<file path="config.mk">
export PLATFORM = sky130hd
export DESIGN_NAME = tsi_i2c_slave
export DESIGN_NICKNAME = d
export VERILOG_FILES = /design/src/common/tsi_pkg.sv /design/src/core/tsi_i2c_slave.sv
export SDC_FILE = /design/constraint.sdc
export NUM_CORES = 1
export LEC_CHECK = 0
export BUFFER_PORTS_ARGS = -buffer_cell sky130_fd_sc_hd__buf_4
export CORE_AREA = 3 3 108 110
export DETAILED_ROUTE_END_ITERATION = 8
export DIE_AREA = 0 0 111 113
export HOLD_SLACK_MARGIN = 0.05
export PLACE_DENSITY = 0.56
export SLEW_MARGIN = 10
export SYNTH_ARGS = -nofsm -noshare
export SYNTH_HDL_FRONTEND = slang
export SYNTH_SLANG_ARGS = --single-unit
</file>
<file path="constraint.sdc">
create_clock -name core_clk -period 3.6 [get_ports core_clk]
set_input_delay 0.72 -clock core_clk [delete_from_list [all_inputs] [get_ports core_clk]]
set_output_delay 0.72 -clock core_clk [all_outputs]
set_load 0.05 [all_outputs]
</file>
<file path="src/common/tsi_pkg.sv">
/*
  Constants for the two-wire slave interface: register offsets, field
  positions, reset values, mode codes and timing figures.
  Assumes a 100 MHz core clock and an 8-bit register port.
*/
package tsi_pkg;
  localparam int unsigned CORE_CLK_MHZ = 100;
  localparam int unsigned ADDR_W = 3;
  // Register offsets on the plain register port
  localparam logic [2:0] OFS_MODE = 3'h0;
  localparam logic [2:0] OFS_CTRL = 3'h1;
  localparam logic [2:0] OFS_DATA = 3'h2;
  localparam logic [2:0] OFS_ADDR = 3'h3;
  localparam logic [2:0] OFS_TOUT = 3'h4;
  // Mode register
  localparam int unsigned MODE_LSB = 5;
  localparam int unsigned ENABLE_BIT = 1;
  localparam logic [2:0] MODE_SLAVE = 3'h6;
  localparam logic [2:0] MODE_RESET = 3'h7;
  // Control/status register bits
  localparam int unsigned CMPL_BIT = 7;
  localparam int unsigned MATCH_BIT = 6;
  localparam int unsigned BUSY_BIT = 5;
  localparam int unsigned TXSEL_BIT = 4;
  localparam int unsigned ACKS_BIT = 3;
  localparam int unsigned RW_BIT = 2;
  localparam int unsigned NIC_BIT = 1;
  localparam int unsigned ACKR_BIT = 0;
  localparam logic CMPL_RESET = 1'b1;
  localparam logic ACKR_RESET = 1'b1;
  // Time-out register
  localparam int unsigned TOEN_BIT = 7;
  localparam int unsigned TOF_BIT = 6;
  localparam int unsigned TOCNT_W = 6;
  localparam int unsigned SUB_DIV = 32;
  localparam logic [4:0] SUB_DIV_MAX = 5'h1f;
  // Clock-line debounce in core clocks
  localparam logic [1:0] DEBOUNCE_CYC = 2'h2;
  localparam logic [3:0] BIT_LAST = 4'h7;
  localparam logic [3:0] BIT_ACK = 4'h8;
  typedef enum logic [2:0] {ST_IDLE, ST_ADDR, ST_ADDR_ACK, ST_RX, ST_RX_ACK, ST_TX,
    ST_TX_ACK, ST_IGNORE} tsi_state_type;
endpackage

</file>
<file path="src/core/tsi_i2c_slave.sv">
/*
  Two-wire bus slave with register port, address compare, byte
  transfer through one data register and idle time-out.
  Assumes the bus master supplies clock, START, address and STOP, and
  that the sub clock tick arrives synchronous to core_clk.
*/
// The implementer's own choices: the address-and-strobe port and the address map.
// Function
// - Lines are only pulled low or released, open-drain style.
// - Slave only: transmit and receive, never makes clock, START or STOP.
// - Clock line debounced over two core clocks.
// - Mode field value 110 selects this slave; field resets to 111.
// - Enable low frees the pins and stops the logic.
// - Enable rising keeps control bits, restores status flags.
// - Completion flag low during a byte, set after eight bits; resets one.
// - Address-match flag set on own address, else low.
// - Busy set on START, cleared on STOP.
// - Transmitter select: stored and read back only, direction follows the read/write flag; resets zero.
// - Ack-send bit driven on ninth clock after received byte.
// - Read/write flag one means master reads, zero master writes.
// - No-internal-clock bit allows reception in sleep; no transmit then.
// - Master ack sampled on ninth clock into received-ack flag; resets one.
// - Keep sending while acked; release data line on no ack.
// - All bus data passes through the single data register.
// - No select input; selection by bus address only.
// - Seven-bit own address held in address register bits 7 to 1.
// - First seven bits are address msb first, eighth is read/write.
// - Time-out flag after idle of (count+1)*32 sub clocks when enabled.
`timescale 1ns/1ps
module tsi_i2c_slave (
  // Clock and reset
  input wire logic core_clk,
  input wire logic rst,
  // Register port
  input wire logic [2:0] regAddr,
  input wire logic [7:0] regWrData,
  input wire logic regWr,
  input wire logic regRd,
  output logic [7:0] regRdData,
  // System state
  input wire logic sysClockHalted,
  input wire logic subClkTick,
  // Bus pins
  input wire logic sclIn,
  output logic sclOut,
  output logic sclOe,
  input wire logic sdaIn,
  output logic sdaOut,
  output logic sdaOe,
  // Pin ownership and event
  output logic pinsOwned,
  output logic busEvent
);
  logic [1:0] sclSync_ff;
  logic [1:0] sdaSync_ff;
  logic sclDeb_ff;
  logic [1:0] debCnt_ff;
  logic sclPrev_ff;
  logic sdaPrev_ff;
  logic [2:0] mode_ff;
  logic enable_ff;
  logic enablePrev_ff;
  logic cmpl_ff;
  logic match_ff;
  logic busy_ff;
  logic txSel_ff;
  logic ackSend_ff;
  logic rw_ff;
  logic nic_ff;
  logic ackRecv_ff;
  logic [7:0] data_ff;
  logic [6:0] ownAddr_ff;
  logic toEn_ff;
  logic toFlag_ff;
  logic [5:0] toCnt_ff;
  logic [4:0] subDiv_ff;
  logic [5:0] idleCnt_ff;
  logic [7:0] shift_ff;
  logic [3:0] bitCnt_ff;
  logic sdaDrvLow_ff;
  logic busEvent_ff;
  logic [7:0] regRdData_ff;
  tsi_pkg::tsi_state_type state_ff;
  tsi_pkg::tsi_state_type nxt_state;

  function automatic logic isReg(input logic [2:0] a, input logic [2:0] ofs);
    isReg = (a == ofs);
  endfunction

  wire active = enable_ff && (mode_ff == tsi_pkg::MODE_SLAVE);
  wire sclS = sclSync_ff[1];
  wire sdaS = sdaSync_ff[1];
  wire sclRise = sclDeb_ff && !sclPrev_ff;
  wire sclFall = !sclDeb_ff && sclPrev_ff;
  wire startCond = active && sclDeb_ff && sclPrev_ff && sdaPrev_ff && !sdaS;
  wire stopCond = active && sclDeb_ff && sclPrev_ff && !sdaPrev_ff && sdaS;
  wire wrMode = regWr && isReg(regAddr, tsi_pkg::OFS_MODE);
  wire wrCtrl = regWr && isReg(regAddr, tsi_pkg::OFS_CTRL);
  wire wrData = regWr && isReg(regAddr, tsi_pkg::OFS_DATA);
  wire wrAddr = regWr && isReg(regAddr, tsi_pkg::OFS_ADDR);
  wire wrTout = regWr && isReg(regAddr, tsi_pkg::OFS_TOUT);
  wire enableRise = enable_ff && !enablePrev_ff;
  wire [7:0] shiftIn = {shift_ff[6:0], sdaS};
  wire addrHit = (shiftIn[7:1] == ownAddr_ff);
  // Transmit blocked while the no-internal-clock bit is set and the core clock is halted
  wire txAllowed = !(nic_ff && sysClockHalted);
  wire byteDone = sclRise && (bitCnt_ff == tsi_pkg::BIT_LAST);
  wire ackEdge = sclRise && (bitCnt_ff == tsi_pkg::BIT_ACK);
  wire addrDone = (state_ff == tsi_pkg::ST_ADDR) && byteDone;
  wire rxDone = (state_ff == tsi_pkg::ST_RX) && byteDone;
  wire txDone = (state_ff == tsi_pkg::ST_TX) && byteDone;
  wire txAckSeen = (state_ff == tsi_pkg::ST_TX_ACK) && ackEdge;
  wire subWrap = subClkTick && (subDiv_ff == tsi_pkg::SUB_DIV_MAX);
  wire toExpire = toEn_ff && !busy_ff && subWrap && (idleCnt_ff == toCnt_ff);

  always_ff @(posedge core_clk or posedge rst)
  begin
    if (rst)
    begin
      sclSync_ff <= 2'h3;
      sdaSync_ff <= 2'h3;
    end
    else
    begin
      sclSync_ff <= {sclSync_ff[0], sclIn};
      sdaSync_ff <= {sdaSync_ff[0], sdaIn};
    end
  end

  // Clock line accepted only after two stable core clocks
  always_ff @(posedge core_clk or posedge rst)
  begin
    if (rst)
    begin
      sclDeb_ff <= 1'b1;
      debCnt_ff <= 2'h0;
      sclPrev_ff <= 1'b1;
      sdaPrev_ff <= 1'b1;
    end
    else
    begin
      if (sclS == sclDeb_ff)
        debCnt_ff <= 2'h0;
      else if (debCnt_ff == tsi_pkg::DEBOUNCE_CYC - 2'h1)
      begin
        sclDeb_ff <= sclS;
        debCnt_ff <= 2'h0;
      end
      else
        debCnt_ff <= debCnt_ff + 2'h1;
      sclPrev_ff <= sclDeb_ff;
      sdaPrev_ff <= sdaS;
    end
  end

  always_comb
  begin
    nxt_state = state_ff;
    if (!active || stopCond)
      nxt_state = tsi_pkg::ST_IDLE;
    else if (startCond)
      nxt_state = tsi_pkg::ST_ADDR;
    else
      unique case (state_ff)
        tsi_pkg::ST_IDLE: nxt_state = tsi_pkg::ST_IDLE;
        tsi_pkg::ST_ADDR:
          if (byteDone)
            nxt_state = addrHit ? tsi_pkg::ST_ADDR_ACK : tsi_pkg::ST_IGNORE;
        tsi_pkg::ST_ADDR_ACK:
          if (ackEdge)
            nxt_state = (rw_ff && txAllowed) ? tsi_pkg::ST_TX : tsi_pkg::ST_RX;
        tsi_pkg::ST_RX:
          if (byteDone)
            nxt_state = tsi_pkg::ST_RX_ACK;
        tsi_pkg::ST_RX_ACK:
          if (ackEdge)
            nxt_state = tsi_pkg::ST_RX;
        tsi_pkg::ST_TX:
          if (byteDone)
            nxt_state = tsi_pkg::ST_TX_ACK;
        tsi_pkg::ST_TX_ACK:
          if (ackEdge)
            nxt_state = sdaS ? tsi_pkg::ST_IGNORE : tsi_pkg::ST_TX;
        tsi_pkg::ST_IGNORE: nxt_state = tsi_pkg::ST_IGNORE;
      endcase
  end

  always_ff @(posedge core_clk or posedge rst)
  begin
    if (rst)
    begin
      state_ff <= tsi_pkg::ST_IDLE;
      bitCnt_ff <= 4'h0;
      shift_ff <= 8'h00;
    end
    else
    begin
      state_ff <= nxt_state;
      if (startCond || ackEdge)
        bitCnt_ff <= 4'h0;
      else if (sclRise)
        bitCnt_ff <= bitCnt_ff + 4'h1;
      if (nxt_state == tsi_pkg::ST_TX && state_ff != tsi_pkg::ST_TX)
        shift_ff <= data_ff;
      else if (sclFall && state_ff == tsi_pkg::ST_TX)
        shift_ff <= {shift_ff[6:0], 1'b0};
      else if (sclRise && (state_ff == tsi_pkg::ST_ADDR || state_ff == tsi_pkg::ST_RX))
        shift_ff <= shiftIn;
    end
  end

  // Data line pull-down, updated on clock falls; released on START, STOP or when inactive
  always_ff @(posedge core_clk or posedge rst)
  begin
    if (rst)
      sdaDrvLow_ff <= 1'b0;
    else if (!active || stopCond || startCond)
      sdaDrvLow_ff <= 1'b0;
    else if (sclFall)
      unique case (state_ff)
        tsi_pkg::ST_ADDR_ACK: sdaDrvLow_ff <= (bitCnt_ff == tsi_pkg::BIT_ACK) ? 1'b1 :
          (rw_ff && txAllowed && !data_ff[7]);
        tsi_pkg::ST_RX_ACK: sdaDrvLow_ff <= (bitCnt_ff == tsi_pkg::BIT_ACK) ?
          !ackSend_ff : 1'b0;
        tsi_pkg::ST_TX: sdaDrvLow_ff <= !shift_ff[7];
        tsi_pkg::ST_TX_ACK: sdaDrvLow_ff <= 1'b0;
        default: sdaDrvLow_ff <= 1'b0;
      endcase
  end

  // Address ack goes out on the fall ending the eighth bit
  // Status flags; enable rising wins over bus events
  always_ff @(posedge core_clk or posedge rst)
  begin
    if (rst)
    begin
      cmpl_ff <= tsi_pkg::CMPL_RESET;
      match_ff <= 1'b0;
      busy_ff <= 1'b0;
      rw_ff <= 1'b0;
      ackRecv_ff <= tsi_pkg::ACKR_RESET;
      busEvent_ff <= 1'b0;
    end
    else
    begin
      busEvent_ff <= addrDone || rxDone || txDone;
      if (enableRise)
      begin
        cmpl_ff <= tsi_pkg::CMPL_RESET;
        match_ff <= 1'b0;
        busy_ff <= 1'b0;
        rw_ff <= 1'b0;
        ackRecv_ff <= tsi_pkg::ACKR_RESET;
      end
      else
      begin
        if (startCond)
          busy_ff <= 1'b1;
        else if (stopCond)
          busy_ff <= 1'b0;
        if (addrDone || rxDone || txDone)
          cmpl_ff <= 1'b1;
        else if (startCond || (sclFall && bitCnt_ff == 4'h0 &&
          (state_ff == tsi_pkg::ST_RX || state_ff == tsi_pkg::ST_TX)))
          cmpl_ff <= 1'b0;
        if (addrDone)
        begin
          match_ff <= addrHit;
          rw_ff <= addrHit ? sdaS : rw_ff;
        end
        else if (startCond)
          match_ff <= 1'b0;
        if (txAckSeen)
          ackRecv_ff <= sdaS;
      end
    end
  end

  // Software registers
  always_ff @(posedge core_clk or posedge rst)
  begin
    if (rst)
    begin
      mode_ff <= tsi_pkg::MODE_RESET;
      enable_ff <= 1'b0;
      enablePrev_ff <= 1'b0;
      txSel_ff <= 1'b0;
      ackSend_ff <= 1'b0;
      nic_ff <= 1'b0;
      ownAddr_ff <= 7'h00;
      toEn_ff <= 1'b0;
      toCnt_ff <= 6'h00;
    end
    else
    begin
      enablePrev_ff <= enable_ff;
      if (wrMode)
      begin
        mode_ff <= regWrData[tsi_pkg::MODE_LSB +: 3];
        enable_ff <= regWrData[tsi_pkg::ENABLE_BIT];
      end
      if (wrCtrl)
      begin
        txSel_ff <= regWrData[tsi_pkg::TXSEL_BIT];
        ackSend_ff <= regWrData[tsi_pkg::ACKS_BIT];
        nic_ff <= regWrData[tsi_pkg::NIC_BIT];
      end
      if (wrAddr)
        ownAddr_ff <= regWrData[7:1];
      if (wrTout)
      begin
        toEn_ff <= regWrData[tsi_pkg::TOEN_BIT];
        toCnt_ff <= regWrData[tsi_pkg::TOCNT_W-1:0];
      end
    end
  end

  // Data register: software byte or received byte
  always_ff @(posedge core_clk or posedge rst)
  begin
    if (rst)
      data_ff <= 8'h00;
    else if (rxDone)
      data_ff <= shiftIn;
    else if (wrData)
      data_ff <= regWrData;
  end

  // Idle time-out counted in sub clock ticks divided by 32
  always_ff @(posedge core_clk or posedge rst)
  begin
    if (rst)
    begin
      subDiv_ff <= 5'h00;
      idleCnt_ff <= 6'h00;
      toFlag_ff <= 1'b0;
    end
    else
    begin
      if (busy_ff || !toEn_ff || !active)
      begin
        subDiv_ff <= 5'h00;
        idleCnt_ff <= 6'h00;
      end
      else if (subClkTick)
      begin
        subDiv_ff <= subDiv_ff + 5'h01;
        if (subWrap && idleCnt_ff != toCnt_ff)
          idleCnt_ff <= idleCnt_ff + 6'h01;
      end
      if (toExpire)
        toFlag_ff <= 1'b1;
      else if (wrTout && !regWrData[tsi_pkg::TOF_BIT])
        toFlag_ff <= 1'b0;
    end
  end

  wire [7:0] modeRd = {mode_ff, 3'h0, enable_ff, 1'b0};
  wire [7:0] ctrlRd = {cmpl_ff, match_ff, busy_ff, txSel_ff, ackSend_ff, rw_ff, nic_ff,
    ackRecv_ff};
  wire [7:0] toutRd = {toEn_ff, toFlag_ff, toCnt_ff};
  wire [7:0] rdMux = isReg(regAddr, tsi_pkg::OFS_MODE) ? modeRd :
    isReg(regAddr, tsi_pkg::OFS_CTRL) ? ctrlRd :
    isReg(regAddr, tsi_pkg::OFS_DATA) ? data_ff :
    isReg(regAddr, tsi_pkg::OFS_ADDR) ? {ownAddr_ff, 1'b0} :
    isReg(regAddr, tsi_pkg::OFS_TOUT) ? toutRd : 8'h00;

  always_ff @(posedge core_clk or posedge rst)
  begin
    if (rst)
      regRdData_ff <= 8'h00;
    else if (regRd)
      regRdData_ff <= rdMux;
    else
      regRdData_ff <= 8'h00;
  end

  assign regRdData = regRdData_ff;
  assign sclOut = 1'b0;
  assign sclOe = 1'b0;
  assign sdaOut = 1'b0;
  assign sdaOe = sdaDrvLow_ff && active;
  assign pinsOwned = active;
  assign busEvent = busEvent_ff;

  property p_busy_start;
    @(posedge core_clk) disable iff (rst) startCond && !enableRise |=> busy_ff;
  endproperty
  a_busy_start: assert property (p_busy_start) else $error("busy not set on start");

  property p_busy_stop;
    @(posedge core_clk) disable iff (rst) stopCond && !enableRise |=> !busy_ff;
  endproperty
  a_busy_stop: assert property (p_busy_stop) else $error("busy not cleared on stop");

  property p_cmpl_byte;
    @(posedge core_clk) disable iff (rst) (rxDone || txDone) && !enableRise
      |=> cmpl_ff && busEvent;
  endproperty
  a_cmpl_byte: assert property (p_cmpl_byte) else $error("byte end not flagged");

  property p_match;
    @(posedge core_clk) disable iff (rst) addrDone && !enableRise |=> match_ff == $past(addrHit);
  endproperty
  a_match: assert property (p_match) else $error("address match flag wrong");

  property p_scl_never;
    @(posedge core_clk) disable iff (rst) !sclOe;
  endproperty
  a_scl_never: assert property (p_scl_never) else $error("clock line driven");

  property p_sda_low_only;
    @(posedge core_clk) disable iff (rst) sdaOe |-> !sdaOut;
  endproperty
  a_sda_low_only: assert property (p_sda_low_only) else $error("data line driven high");

  property p_enable_rise;
    @(posedge core_clk) disable iff (rst) enableRise |=> cmpl_ff && ackRecv_ff && !busy_ff
      && !match_ff && !rw_ff;
  endproperty
  a_enable_rise: assert property (p_enable_rise) else $error("flags not restored");

  property p_disabled_free;
    @(posedge core_clk) disable iff (rst) !active |-> !sdaOe && !pinsOwned;
  endproperty
  a_disabled_free: assert property (p_disabled_free) else $error("pins held when off");

  property p_ackr;
    @(posedge core_clk) disable iff (rst) txAckSeen && !enableRise |=> ackRecv_ff == $past(sdaS);
  endproperty
  a_ackr: assert property (p_ackr) else $error("received ack not stored");

  property p_nack_release;
    @(posedge core_clk) disable iff (rst) txAckSeen && sdaS |=> ##[0:3] !sdaOe;
  endproperty
  a_nack_release: assert property (p_nack_release) else $error("data line held on nack");
endmodule

</file>
==> flow_metrics.tcl <==
set metrics [dict create \
    netSwitchingFraction_pct 32.19 \
    worst_setup_path_end_kind "output port" \
    worst_path_dominant_cell_family "simple AND/OR/NAND/NOR gates" \
    synth_compound_gate_area_share_pct 10.61 \
    finalNonFillerCells 561 \
    pwr_density_cell_nw_per_um2 484.3 \
    drtPass1Iterations 4 \
    grt_pass1_wl_um 16120 \
    clkSinkCount 81 \
    synthesis.instances 392 \
    grt_setup_unrepaired "false" \
    synth_enable_flop_cells 0 \
    async_flop_share_pct 100.0 \
    p_int_mw 1.568 \
    die_width_um 111 \
    report.power.total_mw 2.313 \
    cts_max_path_buffers 2 \
    grt_pass1_vias 3033 \
    vias 2902 \
    post-synth-top-area-fraction_pct 40.34 \
    grt_resource_usage_total_pct 16.16 \
    floorplan.core_area_um2 10790 \
    path_cells "and4b_1 > and2_1 > buf_4" \
    viasPerCell 5.173 \
    timing.clock.skew_ns 0.008980 \
    total_switching_power_mw 0.7445 \
    top_level_ports 33 \
    grt_remaining_overflow 0 \
    yosys_register_bits 81 \
    finalSetupTns_ns 0 \
    top_flip_flop_cell_by_instance_count_after_synthesis "sky130_fd_sc_hd__dfrtp_1" \
    worst-slew-pin-transition_ns 0.9392 \
    ys_warn_count 0 \
    final-hold-violation-count 0 \
    yosys-mux-area-fraction_pct 15.38 \
    synth-simple-area-share_pct 16.75 \
    post_synth.cell_area_avg_um2 10.92 \
    synth_most_common_cell "sky130_fd_sc_hd__dfrtp_1" \
    max_cap_violations 0 \
    final_layout_size_suffix_gt1_share_pct 26.37 \
    antenna_violating_nets_post_route 0 \
    final_net_count 441 \
    timing.critical_path.fanout_max 7 \
    xor_and_xnor_fraction_of_the_mapped_netlist_area_pct 5.115 \
    cell_type_with_the_largest_total_area_after_synthesis "sky130_fd_sc_hd__dfrtp_1" \
    synth_top_cells_by_area "sky130_fd_sc_hd__dfrtp_1, sky130_fd_sc_hd__dfstp_2, sky130_fd_sc_hd__mux2_2" \
    final.setup.worst_slack_ns 1.204 \
    cts_tree "built" \
    synth_cell_type_count 64 \
    post_drt_wl_per_cell_um 17.06 \
    place_inst 546 \
    count_of_pins_over_their_slew_limit 0 \
    power.sequential.fraction_pct 52.2 \
    timing.critical_path.arrival_ns 1.68 \
    critical_path.slowest_cell "sky130_fd_sc_hd__dfstp_2" \
    synth_top_family_by_area "simple AND/OR/NAND/NOR gates" \
    min_path_type "flip-flop to flip-flop" \
    worstSkewPairLatency_ns 0.35 \
    pin_count_of_the_biggest_net_entering_global_routing 47 \
    timing.critical_path.slowest_cell_delay_ns 0.54 \
    synth.cell_area_um2 4280 \
    setup_viol 0 \
    initial_core_util_pct 39.66 \
    synth_sequential_area_ratio_pct 47.71 \
    slew_headroom_pct 37.15 \
    timing.critical_path.from_type "flip-flop" \
    timing.hold.ws_ns 0.3573 \
    fmax_ghz 0.4173 \
    cts_htree_levels 3 \
    cts_buffers 9 \
    cts_hold_repair.buffers 0 \
    result_of_the_run "complete, no violations" \
    drc 0 \
    detailed_place_hpwl_um 7023 \
    ff_latch_area_um2 2042 \
    post_cts.resized_instances 0 \
    cts.clk_slew.worst_paths_ns 0.07 \
    clock_power_share_pct 26.3 \
    period_minus_slack_ns 2.396 \
    finalWeightedCongestion 0.8165 \
    preCtsSetupSlack_ns 1.181 \
    cts_setup_buffers 0 \
    area_delta_synth_final_pct 11.58 \
    power.static_leakage_nw 2.061 \
    clockRootBuffer "sky130_fd_sc_hd__clkbuf_8" \
    crit_required_ns 2.88 \
    antenna-diode-count 0 \
    die_area_um2 12540 \
    worstSetupPathType "flip-flop to output port" \
    pwr-share-comb_pct 21.4 \
    placementRows 38 \
    n_fill_cell 1034 \
    drt_iter0_markers 154 \
    netlist_top_cells_count "sky130_fd_sc_hd__dfrtp_1, sky130_fd_sc_hd__nor2_1, sky130_fd_sc_hd__mux2_2, sky130_fd_sc_hd__nand2_1" \
    final.period_utilization_pct 66.56 \
    detail_route.wirelength_um 9572 \
    placement.io_buffers 29 \
    grt_antenna_before_repair 0 \
    multi_input_comb_area_um2 2122 \
    die-height_um 113 \
    worst_ir_drop_vdd_uv 208.7 \
    synth_adder_area_share_pct 1.462 \
    count_of_buffer_and_inverter_cells_on_the_critical_path 1 \
]
area by class of cell:
cell class	instances	area share, %
well taps	140	3.668
inverters	8	0.6550
flip-flops and latches	81	42.76
multi-input cells	286	44.43
clock inverters	2	0.2882
clock buffers	13	3.327
repair buffers	31	4.873
routing by layer:
layer,global-route usage [%],share of wire (%)
met4,5.419,1.4
met5,0,0
met2,24.92,46
met3,3.316,3.0
met1,22.88,49
flip-flops by register name, summed over array words and instances (netlist names), 2 cells and up:
register / count
bitCnt_ff: 4
data_ff: 8
debCnt_ff: 2
idleCnt_ff: 6
mode_ff: 3
ownAddr_ff: 7
regRdData: 8
sclSync_ff: 2
sdaSync_ff: 2
shift_ff: 8
state_ff: 3
subDiv_ff: 5
toCnt_ff: 6
per-stage QoR:
step	area [µm²]	util, %
finish	4776	44.25
global route	4776	44.25
CTS	4776	44.25
detailed placement	4603	42.65
global placement	4603	42.65
floorplan	4288	-
worst reg2reg max path, delay by kind of cell (launching register included):
family | cells | cell delay [ns]
muxes | 1 | 0.34
AOI/OAI and AO/OA | 2 | 0.51
DFF | 1 | 0.66
and+or+nand+nor | 3 | 0.69
final timing paths:
check | start | to | slack, ns | cells after the start
min in group asynchronous | rst | busy_ff$_DFFE_PP0P_ | 0.49 | 2
worst min-delay path | sclSync_ff[0]$_DFF_PP1_ | sclSync_ff[1]$_DFF_PP1_ | 0.36 | 0
worst max-delay path | mode_ff[2]$_DFFE_PP1P_ | sdaOe | 1.20 | 3
worst max register to register | sclDeb_ff$_DFFE_PP1P_ | shift_ff[2]$_DFFE_PP0P_ | 1.28 | 6
worst min register to register | sclSync_ff[0]$_DFF_PP1_ | sclSync_ff[1]$_DFF_PP1_ | 0.36 | 0
max in group asynchronous | rst | toEn_ff$_DFFE_PP0P_ | 2.33 | 3
kinds of logic after synthesis:
| group | count (synthesis) |
|---|---|
| buf+inv | 27 |
| other cells | 1 |
| mux | 57 |
| simple gates | 130 |
| compound gates | 66 |
| flops | 81 |
| xor+xnor | 25 |
| fa+ha+maj | 5 |
power groups by stage:
| stage | combinational [mW] | clock [mW] | sequential [mW] |
|---|---|---|---|
| floorplan | 0.393 | 0 | 1.19 |
| CTS | 0.500 | 0.624 | 1.21 |
| global route | 0.560 | 0.670 | 1.23 |
| global placement | 0.492 | 0 | 1.22 |
| detailed placement | 0.497 | 0 | 1.23 |
| finish | 0.496 | 0.609 | 1.21 |
cell usage in the layout, fill, tap and decap left out, types with 5 or more instances in the layout:
cell and instances:
sky130_fd_sc_hd__mux2i_1 20, sky130_fd_sc_hd__nand2b_1 8, sky130_fd_sc_hd__xor2_1 15, sky130_fd_sc_hd__buf_4 31, sky130_fd_sc_hd__o21ai_0 14, sky130_fd_sc_hd__nand2_1 27, sky130_fd_sc_hd__mux2_2 27, sky130_fd_sc_hd__mux2_4 8
sky130_fd_sc_hd__nor2b_1 9, sky130_fd_sc_hd__a21oi_1 20, sky130_fd_sc_hd__dfrtp_1 69, sky130_fd_sc_hd__dfstp_2 12, sky130_fd_sc_hd__xnor2_1 10, sky130_fd_sc_hd__nand4_1 5, sky130_fd_sc_hd__clkbuf_8 11, sky130_fd_sc_hd__o22ai_1 6
sky130_fd_sc_hd__ha_1 5, sky130_fd_sc_hd__inv_1 7, sky130_fd_sc_hd__nor2_1 40
Note: power is estimated with default switching activity, not from simulation.
